**src/lie_pkg.sv**
```systemverilog
// Purpose: Constants, register map and decode tables of the LED intensity engine.
// Assumes: One 100 MHz clock; AXI4-Lite register access with 32-bit data.
// Notes:   Durations are kept in milliseconds and scaled to cycles in the engine.
`default_nettype none
package lie_pkg;
  // ----------------------------------------
  // Clock and widths
  // ----------------------------------------
  localparam int CLK_PERIOD_PS = 10000;
  localparam int CLK_KHZ       = 1000000000 / CLK_PERIOD_PS;
  localparam logic [21:0] PWM_FULL = 22'h3FBC04;
  localparam logic [9:0]  TR_STEPS = 10'h3FC;
  // ----------------------------------------
  // Register offsets and fields
  // ----------------------------------------
  localparam logic [7:0] OFS_CB  = 8'h00;
  localparam logic [7:0] OFS_DL  = 8'h04;
  localparam logic [7:0] OFS_FD  = 8'h08;
  localparam logic [7:0] OFS_ST  = 8'h0C;
  localparam logic [7:0] OFS_SET = 8'h40;
  localparam int CB_BRT = 0;
  localparam int CB_COL = 4;
  localparam int CB_TR  = 8;
  localparam int CB_FEN = 11;
  localparam int FD_UP  = 0;
  localparam int FD_DN  = 4;
  localparam int ST_FAD = 16;
  localparam int ST_TRB = 17;
  localparam logic [1:0] RESP_OKAY   = 2'h0;
  localparam logic [1:0] RESP_SLVERR = 2'h2;
  // ----------------------------------------
  // Reset values
  // ----------------------------------------
  localparam logic [3:0] RST_BRT = 4'h0;
  localparam logic [3:0] RST_COL = 4'h0;
  localparam logic [3:0] RST_UP  = 4'h3;
  localparam logic [3:0] RST_DN  = 4'h8;
  localparam logic [2:0] RST_TR  = 3'h3;
  // ----------------------------------------
  // Decode tables
  // ----------------------------------------
  function automatic logic [11:0] lie_brt_frac(input logic [3:0] c);
    case (c)
      4'h0: lie_brt_frac = 12'h000;
      4'h1: lie_brt_frac = 12'h040;
      4'h2: lie_brt_frac = 12'h060;
      4'h3: lie_brt_frac = 12'h080;
      4'h4: lie_brt_frac = 12'h0C0;
      4'h5: lie_brt_frac = 12'h100;
      4'h6: lie_brt_frac = 12'h180;
      4'h7: lie_brt_frac = 12'h200;
      4'h8: lie_brt_frac = 12'h300;
      4'h9: lie_brt_frac = 12'h400;
      4'hA: lie_brt_frac = 12'h600;
      4'hB: lie_brt_frac = 12'h800;
      4'hC: lie_brt_frac = 12'hC00;
      default: lie_brt_frac = 12'hFFF;
    endcase
  endfunction
  function automatic logic [15:0] lie_dim_ms(input logic [3:0] c);
    case (c)
      4'h0: lie_dim_ms = 16'h0118;
      4'h1: lie_dim_ms = 16'h01AE;
      4'h2: lie_dim_ms = 16'h023A;
      4'h3: lie_dim_ms = 16'h02C6;
      4'h4: lie_dim_ms = 16'h0352;
      4'h5: lie_dim_ms = 16'h03E8;
      4'h6: lie_dim_ms = 16'h0500;
      4'h7: lie_dim_ms = 16'h0596;
      4'h8: lie_dim_ms = 16'h06AE;
      4'h9: lie_dim_ms = 16'h073A;
      4'hA: lie_dim_ms = 16'h07D0;
      4'hB: lie_dim_ms = 16'h08E8;
      4'hC: lie_dim_ms = 16'h0A00;
      4'hD: lie_dim_ms = 16'h0BB8;
      4'hE: lie_dim_ms = 16'h0DE8;
      default: lie_dim_ms = 16'h11D0;
    endcase
  endfunction
  function automatic logic [15:0] lie_trans_ms(input logic [2:0] c);
    case (c)
      3'h0: lie_trans_ms = 16'h0032;
      3'h1: lie_trans_ms = 16'h0050;
      3'h2: lie_trans_ms = 16'h0082;
      3'h3: lie_trans_ms = 16'h00D2;
      3'h4: lie_trans_ms = 16'h0154;
      3'h5: lie_trans_ms = 16'h0226;
      3'h6: lie_trans_ms = 16'h037A;
      default: lie_trans_ms = 16'h05AA;
    endcase
  endfunction
endpackage
`default_nettype wire

```
**src/lie_led_intensity_engine.sv**
```systemverilog
// Purpose: Three-channel LED intensity engine with fades, colour transitions and pulse streams.
// Assumes: Frames arrive as AXI4-Lite writes; the stored colour sets are loaded by software.
// Notes:   Durations scale with CLK_KHZ, so a small value shortens simulation.
//
// Overview of operation
// - Brightness code decodes to 14 levels; 0 off, D to F full.
// - Brightness code resets to 0 so all outputs stay off.
// - Sixteen stored colour sets of three 8-bit levels each.
// - Colour select copies the chosen set into the working levels.
// - Selected colour set is 0 after reset.
// - Direct-level frame overwrites working levels with arbitrary values.
// - Working level means value divided by 0xFF.
// - Target is decoded brightness times relative channel level.
// - Each channel pulse stream averages to its target level.
// - Enabled fades last the programmed time whatever the endpoints.
// - Fades step with 12-bit resolution over the full range.
// - Fade-up code defaults to 3, fade-down code to 8.
// - Duration codes map to sixteen nominal times 0.28 to 4.56 s.
// - New durations apply from the next brightness change only.
// - Reset restores both fade-duration codes to defaults.
// - Fade durations are counted on the internal clock.
// - Colour transitions use 10-bit resolution per channel.
// - Transition code comes with the colour frame; codes 0-2 listed.
// - Transition codes 3 to 7 listed; code 3 is default.
// - Transition time scales with largest channel change over 255.
`default_nettype none
module lie_led_intensity_engine #(
  parameter int CLK_KHZ = lie_pkg::CLK_KHZ
) (
  // Clock and reset
  input  wire logic        i_ref_clk,
  input  wire logic        i_rst_n,
  // AXI4-Lite write
  input  wire logic [7:0]  i_s_axi_awaddr,
  input  wire logic [2:0]  i_s_axi_awprot,
  input  wire logic        i_s_axi_awvalid,
  output logic             o_s_axi_awready,
  input  wire logic [31:0] i_s_axi_wdata,
  input  wire logic [3:0]  i_s_axi_wstrb,
  input  wire logic        i_s_axi_wvalid,
  output logic             o_s_axi_wready,
  output logic [1:0]       o_s_axi_bresp,
  output logic             o_s_axi_bvalid,
  input  wire logic        i_s_axi_bready,
  // AXI4-Lite read
  input  wire logic [7:0]  i_s_axi_araddr,
  input  wire logic [2:0]  i_s_axi_arprot,
  input  wire logic        i_s_axi_arvalid,
  output logic             o_s_axi_arready,
  output logic [31:0]      o_s_axi_rdata,
  output logic [1:0]       o_s_axi_rresp,
  output logic             o_s_axi_rvalid,
  input  wire logic        i_s_axi_rready,
  // LED pulse streams
  output logic             o_led_channel_a,
  output logic             o_led_channel_b,
  output logic             o_led_channel_c
);
  // ----------------------------------------
  // Register state
  // ----------------------------------------
  logic [3:0]  brt;
  logic [3:0]  col;
  logic [2:0]  trc;
  logic        fen;
  logic [3:0]  up;
  logic [3:0]  dn;
  logic [7:0]  wl [3];
  logic [23:0] cset [16];
  logic [11:0] cur;
  logic [11:0] tgt;
  logic        fad;
  logic [31:0] facc;
  logic [11:0] fd;
  logic [31:0] fdur;
  logic        tload;
  logic        tbusy;
  logic [9:0]  tmax;
  logic [9:0]  tcnt;
  logic [31:0] tdiv;
  logic [31:0] tcyc;
  logic        tick;
  logic [2:0]  pwm;
  logic        wr_go;
  logic        rd_go;
  logic        cb_we;
  logic        dl_we;
  logic        fd_we;
  logic        set_we;
  logic [31:0] cb_rd;
  logic [31:0] dl_rd;
  logic [31:0] fd_rd;
  logic [31:0] wsel;
  logic [31:0] wnew;
  logic [11:0] next_tgt;
  logic [9:0]  dlv [3];
  function automatic logic [31:0] merge(input logic [31:0] o, input logic [31:0] n, input logic [3:0] s);
    logic [31:0] r;
    r = o;
    for (int b = 0; b < 4; b++) begin
      if (s[b]) begin
        r[8*b+:8] = n[8*b+:8];
      end
    end
    return r;
  endfunction
  function automatic logic [31:0] dim_cyc(input logic [3:0] c);
    return 32'(int'(lie_pkg::lie_dim_ms(c)) * CLK_KHZ);
  endfunction
  function automatic logic [31:0] tr_cyc(input logic [2:0] c);
    logic [31:0] v;
    v = 32'(int'(lie_pkg::lie_trans_ms(c)) * CLK_KHZ / int'(lie_pkg::TR_STEPS));
    return (v == 32'h0) ? 32'h1 : v;
  endfunction
  // ----------------------------------------
  // AXI4-Lite slave
  // ----------------------------------------
  assign wr_go  = i_s_axi_awvalid && i_s_axi_wvalid && !o_s_axi_bvalid;
  assign rd_go  = i_s_axi_arvalid && !o_s_axi_rvalid;
  assign o_s_axi_awready = wr_go;
  assign o_s_axi_wready  = wr_go;
  assign o_s_axi_arready = !o_s_axi_rvalid;
  assign cb_we  = wr_go && i_s_axi_awaddr[7:2] == lie_pkg::OFS_CB[7:2];
  assign dl_we  = wr_go && i_s_axi_awaddr[7:2] == lie_pkg::OFS_DL[7:2];
  assign fd_we  = wr_go && i_s_axi_awaddr[7:2] == lie_pkg::OFS_FD[7:2];
  assign set_we = wr_go && i_s_axi_awaddr[7:6] == lie_pkg::OFS_SET[7:6];
  assign cb_rd  = {20'h0, fen, trc, col, brt};
  assign dl_rd  = {8'h0, wl[2], wl[1], wl[0]};
  assign fd_rd  = {24'h0, dn, up};
  assign wsel = cb_we ? cb_rd : dl_we ? dl_rd : fd_we ? fd_rd : {8'h0, cset[i_s_axi_awaddr[5:2]]};
  assign wnew = merge(wsel, i_s_axi_wdata, i_s_axi_wstrb);
  always_ff @(posedge i_ref_clk) begin
    if (!i_rst_n) begin
      o_s_axi_bvalid <= 1'b0;
      o_s_axi_bresp  <= lie_pkg::RESP_OKAY;
    end else if (wr_go) begin
      o_s_axi_bvalid <= 1'b1;
      o_s_axi_bresp  <= (cb_we || dl_we || fd_we || set_we) ? lie_pkg::RESP_OKAY : lie_pkg::RESP_SLVERR;
    end else if (i_s_axi_bready) begin
      o_s_axi_bvalid <= 1'b0;
    end
  end

  always_ff @(posedge i_ref_clk) begin
    if (!i_rst_n) begin
      o_s_axi_rvalid <= 1'b0;
      o_s_axi_rdata  <= 32'h0;
      o_s_axi_rresp  <= lie_pkg::RESP_OKAY;
    end else if (rd_go) begin
      o_s_axi_rvalid <= 1'b1;
      o_s_axi_rresp  <= lie_pkg::RESP_OKAY;
      if (i_s_axi_araddr[7:6] == lie_pkg::OFS_SET[7:6]) begin
        o_s_axi_rdata <= {8'h0, cset[i_s_axi_araddr[5:2]]};
      end else begin
        unique case (i_s_axi_araddr[7:2])
          lie_pkg::OFS_CB[7:2]: o_s_axi_rdata <= cb_rd;
          lie_pkg::OFS_DL[7:2]: o_s_axi_rdata <= dl_rd;
          lie_pkg::OFS_FD[7:2]: o_s_axi_rdata <= fd_rd;
          lie_pkg::OFS_ST[7:2]: o_s_axi_rdata <= {14'h0, tbusy, fad, 4'h0, cur};
          default: begin
            o_s_axi_rdata <= 32'h0;
            o_s_axi_rresp <= lie_pkg::RESP_SLVERR;
          end
        endcase
      end
    end else if (i_s_axi_rready) begin
      o_s_axi_rvalid <= 1'b0;
    end
  end

  // ----------------------------------------
  // Frames and stored colour sets
  // ----------------------------------------
  always_ff @(posedge i_ref_clk) begin
    if (!i_rst_n) begin
      brt <= lie_pkg::RST_BRT;
      col <= lie_pkg::RST_COL;
      trc <= lie_pkg::RST_TR;
      fen <= 1'b0;
      up  <= lie_pkg::RST_UP;
      dn  <= lie_pkg::RST_DN;
      for (int i = 0; i < 16; i++) begin
        cset[i] <= 24'h0;
      end
      for (int i = 0; i < 3; i++) begin
        wl[i] <= 8'h0;
      end
    end else begin
      if (cb_we) begin
        brt <= wnew[lie_pkg::CB_BRT+:4];
        col <= wnew[lie_pkg::CB_COL+:4];
        trc <= wnew[lie_pkg::CB_TR+:3];
        fen <= wnew[lie_pkg::CB_FEN];
        for (int i = 0; i < 3; i++) begin
          wl[i] <= cset[wnew[lie_pkg::CB_COL+:4]][8*i+:8];
        end
      end
      if (dl_we) begin
        for (int i = 0; i < 3; i++) begin
          wl[i] <= wnew[8*i+:8];
        end
      end
      if (fd_we) begin
        up <= wnew[lie_pkg::FD_UP+:4];
        dn <= wnew[lie_pkg::FD_DN+:4];
      end
      if (set_we) begin
        cset[i_s_axi_awaddr[5:2]] <= wnew[23:0];
      end
    end
  end

  // ----------------------------------------
  // Brightness fade
  // ----------------------------------------
  // The step accumulator adds the span each cycle, so every fade takes the
  // latched duration whatever its span, given at least 4095 cycles. Mid-fade writes restart from cur.
  assign next_tgt = lie_pkg::lie_brt_frac(wnew[lie_pkg::CB_BRT+:4]);
  always_ff @(posedge i_ref_clk) begin
    if (!i_rst_n) begin
      cur  <= 12'h000;
      tgt  <= 12'h000;
      fad  <= 1'b0;
      facc <= 32'h0;
      fd   <= 12'h000;
      fdur <= 32'h1;
    end else if (cb_we) begin
      tgt  <= next_tgt;
      facc <= 32'h0;
      if (wnew[lie_pkg::CB_FEN]) begin
        fad  <= next_tgt != cur;
        fd   <= (next_tgt > cur) ? next_tgt - cur : cur - next_tgt;
        fdur <= (next_tgt > cur) ? dim_cyc(up) : dim_cyc(dn);
      end else begin
        cur <= next_tgt;
        fad <= 1'b0;
      end
    end else if (fad) begin
      if (cur == tgt) begin
        fad <= 1'b0;
      end else if (facc + 32'(fd) >= fdur) begin
        facc <= facc + 32'(fd) - fdur;
        cur  <= (tgt > cur) ? cur + 12'h001 : cur - 12'h001;
      end else begin
        facc <= facc + 32'(fd);
      end
    end
  end

  // ----------------------------------------
  // Colour transition timing
  // ----------------------------------------
  always_ff @(posedge i_ref_clk) begin
    if (!i_rst_n) begin
      tload <= 1'b0;
      tbusy <= 1'b0;
      tmax  <= 10'h000;
      tcnt  <= 10'h000;
      tdiv  <= 32'h0;
      tcyc  <= 32'h1;
    end else if (tload) begin
      tload <= cb_we || dl_we;
      tmax  <= (dlv[0] > dlv[1]) ? ((dlv[0] > dlv[2]) ? dlv[0] : dlv[2])
                                 : ((dlv[1] > dlv[2]) ? dlv[1] : dlv[2]);
      tbusy <= dlv[0] != 10'h0 || dlv[1] != 10'h0 || dlv[2] != 10'h0;
      tcnt  <= 10'h000;
      tdiv  <= 32'h0;
      tcyc  <= tr_cyc(trc);
    end else begin
      tload <= cb_we || dl_we;
      if (tbusy) begin
        tdiv <= tick ? 32'h0 : tdiv + 32'h1;
        if (tick) begin
          tcnt  <= tcnt + 10'h001;
          tbusy <= tcnt + 10'h001 != tmax;
        end
      end
    end
  end
  assign tick = tbusy && !tload && tdiv == tcyc - 32'h1;
  // ----------------------------------------
  // Per-channel transition and pulse stream
  // ----------------------------------------
  for (genvar k = 0; k < 3; k++) begin : ch
    logic [9:0]  lvl;
    logic [9:0]  dst;
    logic [9:0]  dl;
    logic [9:0]  d;
    logic [10:0] acc;
    logic [21:0] prod;
    logic [22:0] pacc;
    logic [22:0] psum;
    assign dst  = {wl[k], 2'h0};
    assign dl   = (dst > lvl) ? dst - lvl : lvl - dst;
    assign dlv[k] = dl;
    assign prod = 22'(cur * lvl);
    assign psum = pacc + 23'(prod);
    always_ff @(posedge i_ref_clk) begin
      if (!i_rst_n) begin
        lvl <= 10'h000;
        d   <= 10'h000;
        acc <= 11'h000;
      end else if (tload) begin
        d   <= dl;
        acc <= 11'h000;
      end else if (tick) begin
        if (acc + 11'(d) >= 11'(tmax)) begin
          acc <= acc + 11'(d) - 11'(tmax);
          lvl <= (dst > lvl) ? lvl + 10'h001 : lvl - 10'h001;
        end else begin
          acc <= acc + 11'(d);
        end
      end
    end
    // First-order modulation keeps the long-run duty exact at a high toggle rate.
    always_ff @(posedge i_ref_clk) begin
      if (!i_rst_n) begin
        pacc   <= 23'h0;
        pwm[k] <= 1'b0;
      end else if (psum >= 23'(lie_pkg::PWM_FULL)) begin
        pacc   <= psum - 23'(lie_pkg::PWM_FULL);
        pwm[k] <= 1'b1;
      end else begin
        pacc   <= psum;
        pwm[k] <= 1'b0;
      end
    end
  end
  assign o_led_channel_a = pwm[0];
  assign o_led_channel_b = pwm[1];
  assign o_led_channel_c = pwm[2];
  // ----------------------------------------
  // Assertions
  // ----------------------------------------
  a_brt_reset: assert property (@(posedge i_ref_clk) $rose(i_rst_n) |-> brt == 4'h0 && cur == 12'h000)
    else $error("Brightness not zero after reset.");
  a_dur_reset: assert property (@(posedge i_ref_clk) $rose(i_rst_n) |-> up == 4'h3 && dn == 4'h8)
    else $error("Fade durations not default after reset.");
  a_off_dark: assert property (@(posedge i_ref_clk) disable iff (!i_rst_n)
    cur == 12'h000 |=> pwm == 3'h0)
    else $error("Output on at zero brightness.");
  a_full_on: assert property (@(posedge i_ref_clk) disable iff (!i_rst_n)
    ch[0].prod == lie_pkg::PWM_FULL |=> pwm[0])
    else $error("Full level not continuously on.");
  a_no_ramp: assert property (@(posedge i_ref_clk) disable iff (!i_rst_n)
    cb_we && !wnew[lie_pkg::CB_FEN] |=> cur == tgt && !fad)
    else $error("Brightness not applied at once.");
  a_fade_step: assert property (@(posedge i_ref_clk) disable iff (!i_rst_n)
    fad && !cb_we |=> cur == $past(cur) || cur == $past(cur) + 12'h001 || cur == $past(cur) - 12'h001)
    else $error("Fade step larger than one.");
  a_dur_hold: assert property (@(posedge i_ref_clk) disable iff (!i_rst_n)
    fad && fd_we && !cb_we |=> $stable(fdur))
    else $error("Running fade took new duration.");
  a_colour_copy: assert property (@(posedge i_ref_clk) disable iff (!i_rst_n)
    cb_we && !set_we |=> wl[1] == cset[col][15:8])
    else $error("Colour set not copied.");
  a_trans_end: assert property (@(posedge i_ref_clk) disable iff (!i_rst_n)
    !tbusy && !tload |-> ch[0].lvl == ch[0].dst && ch[1].lvl == ch[1].dst && ch[2].lvl == ch[2].dst)
    else $error("Transition ended with channels apart.");
endmodule
`default_nettype wire

```
**config.mk**
```make
export PLATFORM = sky130hd
export DESIGN_NAME = lie_led_intensity_engine
export DESIGN_NICKNAME = d
export VERILOG_FILES = /design/src/lie_pkg.sv /design/src/lie_led_intensity_engine.sv
export SDC_FILE = /design/constraint.sdc
export NUM_CORES = 2
export LEC_CHECK = 0
export ABC_AREA = 0
export BUFFER_PORTS_ARGS = -buffer_cell sky130_fd_sc_hd__buf_2
export CAP_MARGIN = 40
export CORE_MARGIN = 2
export CORE_UTILIZATION = 30
export CTS_CLUSTER_DIAMETER = 80
export CTS_CLUSTER_SIZE = 30
export DETAILED_ROUTE_END_ITERATION = 8
export PLACE_DENSITY = 0.5
export SETUP_SLACK_MARGIN = 0.3
export SKIP_LAST_GASP = 1
export SYNTH_ARGS = -nofsm -noshare
export SYNTH_HDL_FRONTEND = slang
export SYNTH_SLANG_ARGS = --single-unit
```
**constraint.sdc**
```tcl
create_clock -name i_ref_clk -period 28.6 [get_ports i_ref_clk]
set_input_delay 1.43 -clock i_ref_clk [delete_from_list [all_inputs] [get_ports i_ref_clk]]
set_output_delay 1.43 -clock i_ref_clk [all_outputs]
set_load 0.005 [all_outputs]
```
==> impl_metrics.toml <==
[status]
run_status = "complete, no violations"

[synth]
synth-compound-area-share_pct = 16.47
synth_seq_area_share_pct = 24.03
synth_xor_xnor_area_share_pct = 6.034
ys.flop_type = "edfxtp_1"
yosysWarnings = 0
synth-edff-count = 408
largest_family_of_logic_cells_by_synthesized_area = "adder cells"
synth_mux_area_share_pct = 9.863
synth-simple-area-share_pct = 17.62
synthesis.instances = 9578
yosys.cell_types.count = 153
synth_fa_ha_area_share_pct = 19.65
async_set_reset_flop_share_out_of_synthesis_pct = 0
ys_seq_elements = 812
synthesis.area_sq_um = 84630
post_syn_area_per_cell_sq_um = 8.836

[power_and_ir_drop]
power_switching_mw = 1.781
share_clk_of_total_power_pct = 28.1
power.combinational.fraction_pct = 42.6
seqPwrFrac_pct = 29.3
total_power_density_per_cell_area_nw_per_um2 = 46.12
internal_power_mw = 2.528
static-leakage-power_nw = 38.62
max-vdd-ir-drop_mv = 0.05547
power_switching_share_pct = 41.33

[drt]
wl_per_cell_um = 22.04
drt_wl_total_mm = 294.6
vias_per_cell = 5.461
drt_iter0_drc = 6335
dr_total_vias = 72990
drcViolationCount = 0
ant_nets = 0
first_pass_iters = 8

[placed_design]
numPlacedInstances = 13200
pre_cts_ws_ns = 0.5499
gp_congestion = 0.8948
dp_hpwl_mm = 214.0
port_buffers = 79

[setup_path]
timing_worst_setup_path_type = "register to register"
crit_path_max_incr_delay_ns = 0.65
crit_family = "compound AO/OA/AOI/OAI gates"
path_common_cell = "ha_1"
r2r-start = "trc[1]"
critical_path.endpoint_type = "register"
slowest_stage_cell_cp = "or4_1"
worst-endpoint-arrival_ns = 27.36
path_buf_inv = 11
crit_path_start_kind = "register"
startpoint_of_the_worst_setup_timing_path = "trc[1]"
crit_fanout = 10
critPathRequiredTime_ns = 29.21

[worst_hold_path]
worstHoldPathType = "register to register"
worst_hold_startpoint = "ch[0].acc[5]"

[timing]
totalNegativeSetupSlack_ns = 0
layout_min_cycle_time_ns = 26.75
final-hold-violation-count = 0
layout_setup_ws_ns = 1.853
max_slew.worst_pin.slew_ns = 0.9875
max-slew-margin-rel_pct = 34.17
finalSetupViolations = 0
timing.final.crit_share_pct = 93.52
fmaxAchievable_mhz = 37.39
slew_violations = 0
rsz0062_at_grt = "no"
skew_ns = 0.05292

[clock_network]
cts.hold.buffers_added = 0
htree_levels = 3
clock_tree_from_tritoncts = "built"
cts_inserted_buffers = 80
clockBufferDepth = 3
numClockSinks = 812
clkLatencyLatePin_ns = 0.76
clock_tree.root_cell = "clkbuf_16"
clkSlewWorstSetupHoldPaths_ns = 0.07

[global_routing]
grt_antenna_before_repair = 3
first_global_vias = 71680
grt.total_usage_pct = 20.00
first_pass_grt_wire_length_mm = 444.1
grt_max_degree = 137
gr-total-overflow = 0

[floorplanning]
initial_standard_cell_utilization_of_the_core_pct = 30.08
io_pins = 109
num_rows = 195
die_h_um = 535.1
die-width_um = 535.1
fp.dieArea_sq_um = 286400
core_area_sq_um = 281300

[finish]
layout-area-overhead-vs-synth_pct = 10.39
post_route_cells_drive_above_1_share_pct = 11.16
final_common_cell = "nor2_1"
commonest_non_fill_non_tap_cells_in_the_layout = "1057 x nor2_1, 1038 x nand2_1, 824 x inv_1, 710 x ha_1, 527 x a21oi_1"
finish.net_count = 10720
final-instance-count-excl-fill = 13370

[flow_run]
max-cap-violations = 0
[path summary, 6_finish.rpt]
path	end	slack (ns)	depth (start not counted)
max	tcyc[19]	1.85	93
max reg2reg	tcyc[19]	1.85	93
min	ch[0].acc[5]	0.46	2
min reg2reg	ch[0].acc[5]	0.46	2
[routing by layer]
metal | GRT usage (%) | vias up | wire (um)
li1 | - | 33820 | -
met1 | 26.77 | 36050 | 128000
met2 | 32.86 | 2648 | 136000
met3 | 2.997 | 480 | 20200
met4 | 6.658 | 0 | 10370
met5 | 0 | - | 0
[worst min-delay path, stage by stage (launching register included)]
cell     delay, ns
dfxtp_1       0.31
nand2_1       0.05
a21oi_1       0.05
[area by class of cell]
| type | count | area (sq um) |
|---|---|---|
| Multi-Input combinational cell | 7413 | 59270 |
| Inverter | 846 | 3176 |
| Tap cell | 3743 | 4683 |
| Sequential cell | 812 | 20340 |
| Fill cell | 29070 | 187900 |
| Clock inverter | 59 | 807.0 |
| Timing Repair Buffer | 402 | 3003 |
| Clock buffer | 91 | 2136 |
| Antenna cell | 1 | 2.502 |
[Yosys cell counts (152+ instances only)]
| master | instances | area share [%] |
|---|---|---|
| a21o_1 | 152 | 1.3 |
| o21ai_0 | 332 | 2.0 |
| xor2_1 | 179 | 1.9 |
| inv_1 | 825 | 3.7 |
| fa_1 | 386 | 9.1 |
| nand2_1 | 1041 | 4.6 |
| a21oi_1 | 536 | 3.2 |
| nor2_1 | 1062 | 4.7 |
| mux4_2 | 272 | 7.2 |
| xnor2_1 | 391 | 4.0 |
| mux2i_1 | 185 | 2.2 |
| clkbuf_1 | 369 | 1.6 |
| edfxtp_1 | 408 | 14 |
| ha_1 | 710 | 10 |
| dfxtp_1 | 404 | 9.6 |
| nand3_1 | 225 | 1.3 |
[sequential cells by signal (all words and copies together), names as in the netlist, 3 cells and up, named ones only]
signal / count
brt: 4
ch.acc: 33
ch.d: 30
ch.lvl: 30
ch.pacc: 69
col: 4
cset: 384
cur: 12
dn: 4
facc: 32
fd: 12
fdur: 27
o_s_axi_rdata: 24
tcnt: 10
tcyc: 21
tdiv: 32
tgt: 8
tmax: 10
trc: 3
up: 4
wl: 24
[power by group through the flow]
| stage | clock network [mW] | registers, mW | logic (mW) |
|---|---|---|---|
| 3_3_place_gp | 0 | 1.29 | 1.75 |
| 3_5_place_dp | 0 | 1.29 | 1.78 |
| 5_1_grt | 1.28 | 1.27 | 1.99 |
| 2_1_floorplan | 0 | 1.28 | 1.27 |
| 6_report | 1.21 | 1.26 | 1.83 |
| 4_1_cts | 1.23 | 1.26 | 1.79 |
[cell families (layout without fill, tap and decap cells)]
group,Yosys count,in the layout
adder cells (fa/ha/maj),1098,1098
AND/OR/NAND/NOR,3221,3221
XOR/XNOR,577,577
multiplexers,488,488
flip-flops,812,812
other,1,14
buffers and inverters,1366,1398
AO/OA/AOI/OAI,2015,2016
[through the flow]
stage               power (mW)  cell area (sq um)  hold WS (ns)  utilization [%]
finish                   4.308              93420        0.4591            33.21
floorplan                2.550              84680        0.4291                -
CTS                      4.291              93190        0.4606            33.13
detailed placement       3.072              90250        0.4476            32.08
global placement         3.042              89830        0.4409            31.93
global route             4.532              93420        0.4802            33.21
[what timing repair did]
action	in CTS	in global routing
endpoints found under the setup margin	0	5
endpoints found under the hold margin	0	0
buffers inserted	0	12
resized for setup	0	26
(Power assumes the default switching activity.)
